[config.mk]
export PLATFORM = sky130hd
export DESIGN_NAME = timer_hw_limit_monostable
export DESIGN_NICKNAME = d
export VERILOG_FILES = /design/src/hw/tmr_limit_pkg.sv /design/src/hw/timer_hw_limit_monostable.sv
export SDC_FILE = /design/constraint.sdc
export NUM_CORES = 1
export LEC_CHECK = 0
export ABC_AREA = 1
export BUFFER_PORTS_ARGS = -buffer_cell sky130_fd_sc_hd__buf_2
export CAP_MARGIN = 20
export CORE_ASPECT_RATIO = 1.5
export CORE_MARGIN = 2
export CORE_UTILIZATION = 25
export DETAILED_ROUTE_END_ITERATION = 8
export GPL_ROUTABILITY_DRIVEN = 0
export PLACE_DENSITY = 0.49
export SLEW_MARGIN = 10
export SYNTH_ARGS = -nofsm -noshare
export SYNTH_HDL_FRONTEND = slang
export SYNTH_SLANG_ARGS = --single-unit
export TNS_END_PERCENT = 100
[constraint.sdc]
create_clock -name core_clk -period 2.1 [get_ports core_clk]
set_clock_uncertainty 0.1 [all_clocks]
set_input_delay 0.105 -clock core_clk [delete_from_list [all_inputs] [get_ports core_clk]]
set_output_delay 0.105 -clock core_clk [all_outputs]
set_load 0.02 [all_outputs]
[src/hw/tmr_limit_pkg.sv]
// package: modes, widths and state layout of the hardware-limit/monostable timer
package tmr_limit_pkg;
    localparam int CNT_W = 8;
    localparam int MODE_W = 5;
    localparam logic [4:0] MODE_HL_BOTH = 5'h03;
    localparam logic [4:0] MODE_HL_RISE = 5'h04;
    localparam logic [4:0] MODE_HL_FALL = 5'h05;
    localparam logic [4:0] MODE_MS_RISE = 5'h11;
    localparam logic [4:0] MODE_MS_FALL = 5'h12;
    localparam logic [4:0] MODE_MS_BOTH = 5'h13;
    localparam int PWM_RESTART_DLY = 2;
    localparam logic [1:0] DLY_LOAD = 2'h2;
    localparam logic [7:0] CNT_RST = 8'h00;

    typedef enum logic [1:0] {MS_IDLE, MS_RUN} msState_t;

    typedef struct packed {
        logic [MODE_W-1:0] mode;
        logic              enable;
        logic [CNT_W-1:0]  period;
        logic [CNT_W-1:0]  duty;
    } tmrCfg_t;

    typedef struct packed {
        logic [CNT_W-1:0]  count;
        logic              matchPulse;
        logic              pwmOut;
        logic              running;
    } tmrStat_t;

    typedef struct packed {
        logic              ersSync1;
        logic              ersSync2;
        logic              ersPrev;
        msState_t          msState;
        logic [1:0]        pwmDly;
        logic [MODE_W-1:0] mode;
        logic              enable;
        logic [CNT_W-1:0]  period;
        logic [CNT_W-1:0]  duty;
        tmrStat_t          stat;
    } tmrState_t;
endpackage

[src/hw/timer_hw_limit_monostable.sv]
// timer with edge-triggered hardware-limit reset and monostable start
//
// Contract
// - hardware-limit edge clears the count early
// - modes 00011/00100/00101: both, rise, fall reset
// - early reset restarts pwm two clocks later
// - monostable waits idle for a start edge
// - monostable stops at period match
// - modes 10001/10010/10011: rise, fall, both start
// - start edge drives pwm active
// - no pwm reassert at monostable match
// - edges ignored while monostable counts
`timescale 1ns/1ps
`default_nettype none
module timer_hw_limit_monostable (
    // clock, reset, enable
    input  wire logic                  core_clk,
    input  wire logic                  srst,
    input  wire logic                  clkEn,
    // software settings, sampled asynchronously to this clock
    input  wire tmr_limit_pkg::tmrCfg_t cfgIn,
    // external reset pin
    input  wire logic                  extResetInput,
    // status towards software and the pwm channel
    output tmr_limit_pkg::tmrStat_t     statOut
);
    tmr_limit_pkg::tmrState_t s_q;
    tmr_limit_pkg::tmrState_t s_d;

    logic riseEdge;
    logic fallEdge;
    logic hlMode;
    logic msMode;
    logic hlHit;
    logic msHit;
    logic atPeriod;

    // edge detection reads only the second stage and its delayed copy
    always_comb begin
        riseEdge = s_q.ersSync2 & ~s_q.ersPrev;
        fallEdge = ~s_q.ersSync2 & s_q.ersPrev;
        hlMode = (s_q.mode == tmr_limit_pkg::MODE_HL_BOTH)
              || (s_q.mode == tmr_limit_pkg::MODE_HL_RISE)
              || (s_q.mode == tmr_limit_pkg::MODE_HL_FALL);
        msMode = (s_q.mode == tmr_limit_pkg::MODE_MS_RISE)
              || (s_q.mode == tmr_limit_pkg::MODE_MS_FALL)
              || (s_q.mode == tmr_limit_pkg::MODE_MS_BOTH);
        hlHit = ((s_q.mode == tmr_limit_pkg::MODE_HL_BOTH)
                 && (riseEdge | fallEdge))
             || ((s_q.mode == tmr_limit_pkg::MODE_HL_RISE) && riseEdge)
             || ((s_q.mode == tmr_limit_pkg::MODE_HL_FALL)
                 && fallEdge);
        msHit = ((s_q.mode == tmr_limit_pkg::MODE_MS_RISE) && riseEdge)
             || ((s_q.mode == tmr_limit_pkg::MODE_MS_FALL) && fallEdge)
             || ((s_q.mode == tmr_limit_pkg::MODE_MS_BOTH)
                 && (riseEdge | fallEdge));
        atPeriod = (s_q.stat.count == s_q.period);
    end

    // next state: one copy of the whole state, filled in one place
    always_comb begin
        s_d = s_q;
        s_d.stat.matchPulse = 1'b0;
        // the pin crosses in through two flops; settings take one flop,
        // being quasi-static while the timer is enabled
        s_d.ersSync1 = extResetInput;
        s_d.ersSync2 = s_q.ersSync1;
        s_d.ersPrev = s_q.ersSync2;
        s_d.mode = cfgIn.mode;
        s_d.enable = cfgIn.enable;
        s_d.period = cfgIn.period;
        s_d.duty = cfgIn.duty;
        if (!s_q.enable) begin
            s_d.stat.count = tmr_limit_pkg::CNT_RST;
            s_d.stat.pwmOut = 1'b0;
            s_d.stat.running = 1'b0;
            s_d.msState = tmr_limit_pkg::MS_IDLE;
            s_d.pwmDly = 2'h0;
        end else if (msMode) begin
            case (s_q.msState)
                tmr_limit_pkg::MS_IDLE: begin
                    // count held until a qualifying start edge
                    s_d.stat.running = 1'b0;
                    if (msHit) begin
                        s_d.msState = tmr_limit_pkg::MS_RUN;
                        s_d.stat.count = tmr_limit_pkg::CNT_RST;
                        s_d.stat.running = 1'b1;
                        s_d.stat.pwmOut = 1'b1;
                    end
                end
                tmr_limit_pkg::MS_RUN: begin
                    // further edges fall through untouched here
                    if (atPeriod) begin
                        s_d.msState = tmr_limit_pkg::MS_IDLE;
                        s_d.stat.running = 1'b0;
                        s_d.stat.matchPulse = 1'b1;
                        s_d.stat.pwmOut = 1'b0;
                    end else begin
                        s_d.stat.count = s_q.stat.count + 8'h01;
                        if (s_q.stat.count + 8'h01 >= s_q.duty)
                            s_d.stat.pwmOut = 1'b0;
                    end
                end
                default: s_d.msState = tmr_limit_pkg::MS_IDLE;
            endcase
        end else if (hlMode) begin
            s_d.stat.running = 1'b1;
            s_d.msState = tmr_limit_pkg::MS_IDLE;
            if (s_q.pwmDly != 2'h0) begin
                // pwm held low while the restart delay runs
                s_d.pwmDly = s_q.pwmDly - 2'h1;
                if (s_q.pwmDly == 2'h1)
                    s_d.stat.pwmOut = (s_q.duty != 8'h00);
            end
            if (hlHit) begin
                s_d.stat.count = tmr_limit_pkg::CNT_RST;
                s_d.pwmDly = tmr_limit_pkg::DLY_LOAD;
                s_d.stat.pwmOut = 1'b0;
            end else if (atPeriod) begin
                s_d.stat.count = tmr_limit_pkg::CNT_RST;
                s_d.stat.matchPulse = 1'b1;
                if (s_q.pwmDly == 2'h0)
                    s_d.stat.pwmOut = (s_q.duty != 8'h00);
            end else begin
                s_d.stat.count = s_q.stat.count + 8'h01;
                if ((s_q.stat.count + 8'h01 >= s_q.duty)
                    && (s_q.pwmDly == 2'h0))
                    s_d.stat.pwmOut = 1'b0;
            end
        end else begin
            // other modes belong elsewhere; hold still
            s_d.stat.running = 1'b0;
            s_d.stat.pwmOut = 1'b0;
        end
    end

    // registered state; clock enable freezes everything
    always_ff @(posedge core_clk) begin
        if (srst) begin
            s_q <= '0;
        end else if (clkEn) begin
            s_q <= s_d;
        end
    end

    assign statOut = s_q.stat;

    // checks sample the registered state, so each consequent looks one
    // enabled edge after the cycle that decided it
    chk_sync_chain: assert property (
        @(posedge core_clk) disable iff (srst)
        clkEn
        |=> (s_q.ersSync2 == $past(s_q.ersSync1))
            && (s_q.ersPrev == $past(s_q.ersSync2)))
        else $error("pin synchroniser stages out of order");

    chk_hl_clear: assert property (
        @(posedge core_clk) disable iff (srst)
        clkEn && s_q.enable && hlMode && hlHit
        |=> s_q.stat.count == 8'h00)
        else $error("count not cleared by hardware-limit edge");

    // the wrong polarity must leave the count stepping as usual
    chk_hl_rise_only: assert property (
        @(posedge core_clk) disable iff (srst)
        clkEn && s_q.enable && fallEdge && !atPeriod
        && (s_q.mode == tmr_limit_pkg::MODE_HL_RISE)
        |=> s_q.stat.count == $past(s_q.stat.count) + 8'h01)
        else $error("rise mode reacted to falling edge");

    chk_hl_fall_only: assert property (
        @(posedge core_clk) disable iff (srst)
        clkEn && s_q.enable && riseEdge && !atPeriod
        && (s_q.mode == tmr_limit_pkg::MODE_HL_FALL)
        |=> s_q.stat.count == $past(s_q.stat.count) + 8'h01)
        else $error("fall mode reacted to rising edge");

    // early reset drops the pulse, then brings it back two clocks later
    chk_pwm_dip: assert property (
        @(posedge core_clk) disable iff (srst)
        clkEn && s_q.enable && hlMode && hlHit
        |=> !s_q.stat.pwmOut)
        else $error("pwm not dropped by early reset");

    chk_pwm_restart: assert property (
        @(posedge core_clk) disable iff (srst)
        clkEn && s_q.enable && hlMode && hlHit
        ##1 clkEn && s_q.enable && hlMode && !hlHit
        ##1 clkEn && s_q.enable && hlMode && !hlHit && (s_q.duty != 8'h00)
        |=> s_q.stat.pwmOut)
        else $error("pwm not restarted two clocks after reset");

    chk_ms_idle: assert property (
        @(posedge core_clk) disable iff (srst)
        clkEn && s_q.enable && msMode && !msHit
        && (s_q.msState == tmr_limit_pkg::MS_IDLE)
        |=> $stable(s_q.stat.count))
        else $error("monostable counted without start edge");

    // only a running timer stops at the match; an idle one may restart
    chk_ms_stop: assert property (
        @(posedge core_clk) disable iff (srst)
        clkEn && s_q.enable && msMode && atPeriod
        && (s_q.msState == tmr_limit_pkg::MS_RUN)
        |=> (s_q.msState == tmr_limit_pkg::MS_IDLE) && !s_q.stat.running)
        else $error("monostable kept running past period");

    chk_ms_start: assert property (
        @(posedge core_clk) disable iff (srst)
        clkEn && s_q.enable && msMode && msHit
        && (s_q.msState == tmr_limit_pkg::MS_IDLE)
        |=> s_q.stat.pwmOut && s_q.stat.running)
        else $error("start edge did not drive pwm");

    chk_ms_no_rearm: assert property (
        @(posedge core_clk) disable iff (srst)
        clkEn && s_q.enable && msMode && atPeriod
        && (s_q.msState == tmr_limit_pkg::MS_RUN)
        |=> !s_q.stat.pwmOut)
        else $error("pwm reasserted at monostable match");

    chk_ms_ignore: assert property (
        @(posedge core_clk) disable iff (srst)
        clkEn && s_q.enable && msMode && !atPeriod && msHit
        && (s_q.msState == tmr_limit_pkg::MS_RUN)
        |=> s_q.stat.count == $past(s_q.stat.count) + 8'h01)
        else $error("edge disturbed running monostable");
endmodule
`default_nettype wire

==> results of run 1 <==
==> Yosys cell counts, types with 2 or more instances <==
master and count:
xnor2_1 3, inv_1 45, nand2_2 6, inv_2 3, nand3_1 21, dfxtp_1 39
nor2_4 4, nand2_1 68, o21ai_0 29, nor2_1 39, nand3_2 2, ha_1 13
nor2_2 4, a21oi_1 34, o21ai_1 2, clkbuf_1 10, xor2_1 9, buf_4 11
==> worst min-delay path by stage <==
stage               cells after the start  endpoint
floorplan                               2   s_q[11]
global placement                        3   s_q[19]
detailed placement                      3   s_q[31]
CTS                                     3   s_q[17]
global route                            3   s_q[13]
finish                                  3   s_q[13]
==> through the flow <==
step	worst slack [ns]	total power [W]	area, µm²	setup TNS, ns
4_1_cts	-0.09600	0.002041	3059	-0.09600
3_5_place_dp	-0.08705	0.001138	2754	-0.08705
2_1_floorplan	0.008472	0.001042	2430	0
5_1_grt	-0.2980	0.002114	3082	-0.2980
3_3_place_gp	-0.01873	0.001135	2754	-0.01873
6_report	-0.1005	0.002017	3082	-0.1005
==> logic make-up after synthesis <==
kind of cell / after synthesis
and+or+nand+nor: 149
DFF: 39
buffers and inverters: 70
xor gates and xnor gates: 12
AOI/OAI and AO/OA: 71
adders and majority gates: 13
==> layer usage <==
layer	share of wire, %	vias to the layer above
li1	-	1214
met1	41	1034
met2	54	33
met3	2.9	10
met4	2.3	0
met5	0	-
==> critical path: stages, from the launching register on <==
cell	delay [ns]
dfxtp_2	0.35
nand2_2	0.07
nor2_4	0.08
nand3_2	0.08
buf_4	0.15
xor2_1	0.16
inv_1	0.08
ha_1	0.29
nand2_1	0.06
inv_1	0.03
o21bai_1	0.11
nand2_1	0.07
a21oi_2	0.13
nand3_1	0.08
nand2_1	0.08
nor2_1	0.04
nand3_1	0.05
a21oi_1	0.06
==> where the power goes <==
group          switching [W]  internal [W]  total [W]  leakage [nW]
Clock               0.000314      0.000562   0.000876        0.0781
Sequential         0.0000279      0.000781   0.000808         0.323
Combinational       0.000200      0.000132   0.000332          1.05
==> flip-flops by register name, indices dropped and copies added (netlist names) <==
signal,flops
s_q,26
statOut,11
s_d,2
==> layout make-up <==
cell class | count | share of cell area, %
timing repair buffer | 65 | 14.37
clock buffer | 7 | 4.304
clock inverter | 1 | 0.9744
tap | 115 | 4.669
inverter | 48 | 5.847
sequential | 39 | 25.54
multi-input combinational | 245 | 44.30
==> repair_timing <==
item                       4_1_cts  5_1_grt
pin swaps                        1        0
setup endpoints to repair        1        1
hold endpoints to repair        13        0
gates resized for setup          1        5
buffers inserted                 1        0
hold buffers                    13        0
==> run_results.csv, run 1 <==
group,metric,value,unit
cts,cts_tree,"yes",
synthesis,syn_nets,393,
synthesis,yosysTopAreaCellShare,32.30,%
synthesis,synth_top_family_by_area,"simple AND/OR/NAND/NOR gates",
worst_setup_path,cp-startpoint,"statOut[4]",
sta,hold_viol_final,0,
worst_setup_path,ff2ff_setup_slack,-0.10,ns
synthesis,synth-seq-cells,39,
floorplanning,die_w,84.29,µm
floorplanning,core,9524,µm²
placement,dp.cells,498,
worst_setup_path,rr_worst_depth,17,
sta,period_share,104.8,%
min_path,hold_class,"in -> reg",
synthesis,synthCells,354,
synthesis,syn_area_per_cell,6.829,µm²
power,p_leak,1.450,nW
floorplanning,initial_core_util,25.38,%
cells_and_area,diodes,0,
min_path,hp-start,"cfgIn[2]",
global_route,grt_usage,12.31,%
cts,clk_pin_slew_worst_paths,0.06,ns
drt,vias,2291,
sta,fmax,454.4,MHz
worst_setup_path,cp-endpoint,"statOut[1]",
cells_and_area,post-route-util,32.36,%
sta,fin_ws,-0.1005,ns
cells_and_area,multi_input_area,1365,µm²
drt,wl_per_cell,12.13,µm
worst_setup_path,regToRegEndpoint,"statOut[1]",
global_route,met3_usage,2.386,%
synthesis,ys_types,30,
floorplanning,dieArea,10490,µm²
cells_and_area,final_cells,520,
sta,rsz0062_at_grt,"true",
floorplanning,rows,44,
cts,htreeDepth,2,
synthesis,syn-cell-area,2417,µm²
global_route,grt_pass1_vias,2215,
synthesis,async_flop_share,0,%
placement,io_buffers,36,
cts,numCtsBuffers,5,
global_route,grt_max_degree,43,
cells_and_area,seqCellArea,787.0,µm²
cts,cts_num_sinks,39,
cells_and_area,final.fill_count,1031,
synthesis,synth_compound_area_share,16.46,%
synthesis,synthAdderAreaFrac,6.729,%
global_route,use_met1,12.85,%
global_route,use_met2,23.16,%
synthesis,synthSimpleGateAreaFrac,27.54,%
cts,clk_latency,0.29,ns
sta,max_slew_margin,67.28,%
cts,cts_buffer_depth,2,
drt,drtAntennaViolNets,0,
global_route,grt_antenna_before_repair,0,
worst_setup_path,crit_path_end_kind,"flip-flop",
worst_setup_path,worstSetupPathType,"reg -> reg",
sta,fin_hold_ws,0.0001091,ns
drt,dr.pass1.iters,4,
cells_and_area,final_cell_mix,"nand2_1 (67), inv_1 (44), nor2_1 (38)",
cells_and_area,final_nets,443,
cts,clock_tree.root_cell,"clkbuf_16",
sta,tightest_slew,0.4903,ns
synthesis,synth_edf_count,0,
sta,drv_slew,0,
global_route,grt_overflow_total,0,
cells_and_area,layout_commonest_cell,"nand2_1",
synthesis,synth_top_cells_by_area,"dfxtp_1 (32%), nand2_1 (11%), a21oi_1 (7.0%)",
global_route,top_usage_layer,"met2",
synthesis,synth_area_leader_cell,"dfxtp_1",
drt,drt_wl_total,6307,µm
cells_and_area,area_delta_synth_final,27.48,%
cells_and_area,drive_gt1_share,22.72,%
synthesis,ys_seq_area_share,32.30,%
sta,setup_violations,1,
sta,finalCriticalPeriod,2.201,ns
worst_setup_path,timing.rr.start,"statOut[4]",
synthesis,synthFlopType,"dfxtp_1",
placement,place_hpwl,4758,µm
worst_setup_path,start_kind,"flip-flop",
synthesis,ys_warn_count,0,
status,status,"finished with violations",
worst_setup_path,cp.required,2.18,ns
status,failed_checks,"negative setup slack",
worst_setup_path,cp.arrival,2.28,ns
worst_setup_path,cp_max_fo,3,
drt,drc,0,
synthesis,synthMuxAreaShare,0,%
floorplanning,pin_count,37,
job,max_cap_violations,0,
synthesis,synthXorXnorAreaFrac,4.348,%
power,peakVddDrop,315.9,µV
drt,drtIter0Drc,88,
floorplanning,dieHeight,124.4,µm
drt,vias_per_cell,4.406,
global_route,grt_pass1_wl,10230,µm
power,p_per_area,654.4,nW/µm²
Note: power is estimated with default switching activity, not from simulation.
==> inputs of run 2 (changes only) <==
--- a/config.mk
+++ b/config.mk
@@ -13,6 +13,7 @@
 export CORE_UTILIZATION = 25
 export DETAILED_ROUTE_END_ITERATION = 8
 export GPL_ROUTABILITY_DRIVEN = 0
+export HOLD_SLACK_MARGIN = 0.15
 export PLACE_DENSITY = 0.49
 export SLEW_MARGIN = 10
 export SYNTH_ARGS = -nofsm -noshare
==> run 2 against run 1 <==
  * Register-to-register slack hardly changed
  * Combinational power is 5% higher
  * Flip-flop and latch count stayed put
  * Fmax is 0.44% lower
  * Global-route usage is 0.11 points higher
  * The flow still finishes with violations (negative setup slack)
  * First-iteration DRC count is 10% lower
==> run_results.csv, run 2 (synthesized netlist as in run 1, its figures left out) <==
group,metric,value,unit
cells_and_area,final_cell_area,3192,µm²
power,combPwrFrac,17.1,%
cells_and_area,post-route-util,33.51,%
worst_setup_path,cp.required,2.18,ns
sta,hold_viol_final,0,
power,p_int,0.001488,W
sta,fin_ws,-0.1102,ns
drt,drtAntennaViolNets,0,
cts,htreeDepth,2,
power,power.total,0.002034,W
cts,cts_tree,"yes",
drt,drc,0,
cells_and_area,largest_register_ffs,26,
cts,clk_pin_slew_worst_paths,0.06,ns
cells_and_area,diodes,0,
sta,drv_slew,0,
placement,place_hpwl,4758,µm
cts,clock_tree.root_cell,"clkbuf_16",
global_route,grt_usage,12.41,%
sta,fin_hold_ws,0.02774,ns
job,max_cap_violations,0,
sta,finalCriticalPeriod,2.210,ns
cells_and_area,final_cell_mix,"nand2_1 (67), inv_1 (44), nor2_1 (38)",
drt,drt_wl_total,6382,µm
cts,clk_latency,0.29,ns
global_route,grt_pass1_wl,10320,µm
drt,vias,2343,
placement,dp.cells,498,
worst_setup_path,cp.arrival,2.29,ns
cells_and_area,layout_commonest_cell,"nand2_1",
sta,fmax,452.4,MHz
floorplanning,dieArea,10490,µm²
status,status,"finished with violations",
cells_and_area,top_register,"s_q",
worst_setup_path,cp_max_fo,3,
floorplanning,rows,44,
floorplanning,initial_core_util,25.38,%
drt,dr.pass1.iters,4,
cells_and_area,final_cells,531,
floorplanning,die_w,84.29,µm
drt,wl_per_cell,12.02,µm
worst_setup_path,worstSetupPathType,"reg -> reg",
cells_and_area,area_delta_synth_final,32.04,%
power,p_leak,1.496,nW
power,p_clk_share,43.2,%
cts,hold_buffers,24,
cts,numCtsBuffers,5,
cells_and_area,drive_gt1_share,22.12,%
cts,cts_buffer_depth,2,
placement,io_buffers,36,
sta,rsz0062_at_grt,"true",
sta,period_share,105.2,%
floorplanning,core,9524,µm²
power,peakVddDrop,322.3,µV
min_path,hold_class,"in -> reg",
sta,tightest_slew,0.4930,ns
cts,cts_num_sinks,39,
power,power_switching,0.0005453,W
worst_setup_path,start_kind,"flip-flop",
power,seq_power_share,39.8,%
cells_and_area,final_nets,454,
sta,setup_violations,1,
global_route,grt_overflow_total,0,
floorplanning,dieHeight,124.4,µm
floorplanning,pin_count,37,
worst_setup_path,crit_path_end_kind,"flip-flop",
drt,drtIter0Drc,79,
global_route,grt_max_degree,43,
placement,placed_area,2754,µm²
global_route,grt_pass1_vias,2255,
power,p_per_area,637.1,nW/µm²
global_route,grt_antenna_before_repair,0,
power,netSwitchingFraction,26.82,%
drt,vias_per_cell,4.412,
sta,max_slew_margin,67.10,%
status,failed_checks,"negative setup slack",
-- run 2: cell types whose count changed in the layout (fill, tap and decap cells not counted), sizes merged --
cell / before / now
dlygate4sd3: 13 / 24
-- run 2: final timing paths --
path,startpoint,endpoint,slack (ns),cells past startpoint
hold / removal,srst,statOut[4],0.03,2
setup / recovery,statOut[4],statOut[1],-0.11,17
hold reg to reg,s_q[22],s_q[22],0.38,2
setup reg to reg,statOut[4],statOut[1],-0.11,17
-- run 2: power groups by stage --
stage	clock [W]	combinational [W]	sequential, W
finish	0.000878	0.000348	0.000808
global route	0.000925	0.000392	0.000814
CTS	0.000897	0.000351	0.000808
detailed placement	0	0.000313	0.000825
global placement	0	0.000311	0.000824
floorplan	0	0.000224	0.000819
-- run 2: layout make-up --
class                      instances  area, µm²
fill                            1016       6332
multi-input combinational        245       1365
sequential                        39      787.0
timing repair buffer              76      553.0
inverter                          48      180.2
tap                              115      143.9
clock buffer                       7      132.6
clock inverter                     1      30.03
-- run 2: what timing repair did --
item | 4_1_cts | 5_1_grt
setup buffers | 1 | 0
endpoints found under the setup margin | 1 | 1
gates resized for setup | 1 | 5
gates cloned | 0 | 0
endpoints found under the hold margin | 33 | 8
pin swaps | 1 | 0
-- run 2: metal layers --
metal	up-vias	wire, µm	global-route usage, %
met4	0	141	5.503
met3	10	188	2.187
met5	-	0	0
met2	38	3416	23.44
met1	1062	2635	13.06
li1	1233	-	-
-- run 2: through the flow --
stage / setup slack (ns) / setup TNS, ns
2_1_floorplan: 0.008472 / 0
3_3_place_gp: -0.01873 / -0.01873
3_5_place_dp: -0.08705 / -0.08705
4_1_cts: -0.09600 / -0.09600
5_1_grt: -0.2980 / -0.2980
6_report: -0.1102 / -0.1102
-- run 2: critical path, stage by stage, from the launching register on --
cell and delay, ns:
dfxtp_2 0.35, nand2_2 0.07, nor2_4 0.09, nand3_2 0.08, buf_4 0.15, xor2_1 0.17
inv_1 0.08, ha_1 0.29, nand2_1 0.06, inv_1 0.03, o21bai_1 0.11, nand2_1 0.07
a21oi_2 0.14, nand3_1 0.08, nand2_1 0.08, nor2_1 0.04, nand3_1 0.05, a21oi_1 0.05
==> inputs of run 3 (changes only) <==
--- a/config.mk
+++ b/config.mk
@@ -11,6 +11,7 @@
 export CORE_ASPECT_RATIO = 1.5
 export CORE_MARGIN = 2
 export CORE_UTILIZATION = 25
+export CTS_CLUSTER_DIAMETER = 200
 export DETAILED_ROUTE_END_ITERATION = 8
 export GPL_ROUTABILITY_DRIVEN = 0
 export HOLD_SLACK_MARGIN = 0.15
==> constraint.sdc (replaced) <==
create_clock -name core_clk -period 2.1 [get_ports core_clk]
set_clock_uncertainty 0.1 [all_clocks]
set_input_delay 0.21 -clock core_clk [delete_from_list [all_inputs] [get_ports core_clk]]
set_output_delay 0.21 -clock core_clk [all_outputs]
set_load 0.02 [all_outputs]
==> run 3 against run 2 <==
  * Largest power group unchanged
  * Non-clock buffer count unchanged
  * Cell count unchanged
  * Core utilization up 0.32 points
  * Via count down 1.0%
  * The flow still finishes with violations (negative setup slack)
  * Global-route usage up 0.27 points
  * Die area unchanged
  * Clock power up 13%
  * Critical path depth down 2
  * Final area up 0.94%
  * Critical endpoint unchanged
==> run_results.csv, run 3 (synthesized netlist as in run 1, its figures left out) <==
group,metric,value,unit
floorplanning,pin_count,37,
cells_and_area,top_register,"s_q",
drt,drtAntennaViolNets,0,
placement,post-place-ws,-0.07682,ns
cts,cts_setup_buffers,0,
power,power.total,0.002145,W
cells_and_area,drive_gt1_share,22.84,%
drt,drt-met1-wl,2525,µm
drt,route.top_layer_used,"met4",
worst_setup_path,worstSetupPathType,"reg -> reg",
cts,cts_num_sinks,39,
floorplanning,initial_core_util,25.38,%
cts,numCtsBuffers,5,
drt,drtIter0Drc,58,
status,status,"finished with violations",
worst_setup_path,crit_path_end_kind,"flip-flop",
global_route,grt_pass1_wl,10420,µm
sta,setup_violations,1,
placement,place_hpwl,4788,µm
drt,route.met2.wl,3269,µm
sta,fin_ws,-0.07299,ns
drt,wl_per_cell,11.77,µm
worst_setup_path,cp_max_fo,3,
sta,fin_tns_setup,-0.07299,ns
placement,placed_area,2761,µm²
global_route,grt_usage,12.68,%
sta,finalCriticalPeriod,2.173,ns
power,p_leak,1.503,nW
global_route,grt_antenna_before_repair,0,
worst_setup_path,cp.arrival,2.24,ns
cts,cts_buffer_depth,2,
floorplanning,dieArea,10490,µm²
sta,rsz0062_at_grt,"true",
global_route,grt_pass1_vias,2297,
drt,met3WireLength,193,µm
global_route,grt_overflow_total,0,
cells_and_area,final_cell_area,3222,µm²
worst_setup_path,start_kind,"flip-flop",
floorplanning,die_w,84.29,µm
job,max_cap_violations,0,
power,p_per_area,665.7,nW/µm²
cts,htreeDepth,2,
cells_and_area,final_cell_mix,"nand2_1 (68), inv_1 (45), nor2_1 (37)",
cells_and_area,largest_register_ffs,26,
cells_and_area,final_nets,454,
global_route,grt_max_degree,23,
sta,fmax,460.2,MHz
cts,clk_pin_slew_worst_paths,0.06,ns
cells_and_area,area_delta_synth_final,33.28,%
cts,cts_tree,"yes",
power,peakVddDrop,354.2,µV
sta,hold_viol_final,0,
sta,max_slew_margin,69.36,%
cells_and_area,diodes,0,
drt,drt_wl_total,6252,µm
sta,drv_slew,0,
cells_and_area,layout_commonest_cell,"nand2_1",
drt,drc,0,
cts,clock_tree.root_cell,"clkbuf_16",
drt,vias_per_cell,4.367,
sta,period_share,103.5,%
floorplanning,core,9524,µm²
drt,dr.pass1.iters,4,
min_path,hold_class,"in -> reg",
floorplanning,rows,44,
placement,io_buffers,36,
sta,tightest_slew,0.4591,ns
worst_setup_path,cp.required,2.17,ns
drt,vias,2319,
floorplanning,dieHeight,124.4,µm
status,failed_checks,"negative setup slack",
cts,clk_latency,0.29,ns
## run 3: changes by cell type in the layout (fill, tap and decap cells not counted), sizes merged
| cell | delta |
|---|---|
| bufinv | +1 |
| clkbuf | -1 |
## run 3: routing by layer
layer | global-route usage (%) | up-vias
met2 | 22.69 | 41
met5 | 0 | -
li1 | - | 1234
met1 | 13.21 | 1030
met3 | 2.651 | 14
met4 | 7.875 | 0
## run 3: power breakdown
group	internal [W]	switching (W)	leakage, nW
sequential	0.000781	0.0000280	0.324
clock	0.000681	0.000310	0.0911
combinational	0.000145	0.000199	1.09
## run 3: layout make-up
type,count,area [µm²]
Multi-Input combinational cell,245,1368
Inverter,48,180.2
Sequential cell,39,788.3
Tap cell,115,143.9
Timing Repair Buffer,76,553.0
Fill cell,1040,6302
Clock buffer,6,128.9
Clock inverter,2,60.06
## run 3: critical path: stages, from the launching register on
cell	delay, ns
dfxtp_2	0.34
nand2_1	0.06
nor2_2	0.11
nand3_2	0.08
nand3b_1	0.20
xor2_2	0.17
ha_1	0.29
nand2_1	0.07
o21bai_1	0.10
nand2_1	0.07
a21oi_2	0.12
nand3_1	0.08
nand2_1	0.08
nor2_1	0.04
nand3_1	0.06
a21oi_1	0.06
## run 3: final timing paths
kind	cells after the start	start	slack (ns)	to
setup / recovery	15	statOut[4]	-0.07	statOut[1]
hold / removal	2	clkEn	0.21	s_q[37]
setup reg to reg	15	statOut[4]	-0.07	statOut[1]
hold reg to reg	2	s_q[22]	0.38	s_q[22]
## run 3: through the flow
stage	util, %	hold slack (ns)	instances
2_1_floorplan	-	0.2449	354
3_3_place_gp	28.99	0.3326	499
3_5_place_dp	28.99	0.3384	499
4_1_cts	33.39	0.1257	530
5_1_grt	33.83	0.2276	531
6_report	33.83	0.2136	531
## run 3: timing repair
action	CTS	global route
endpoints found under the setup margin	1	2
pin swaps	0	4
gates resized for setup	0	7
hold buffers	23	1
endpoints found under the hold margin	31	3
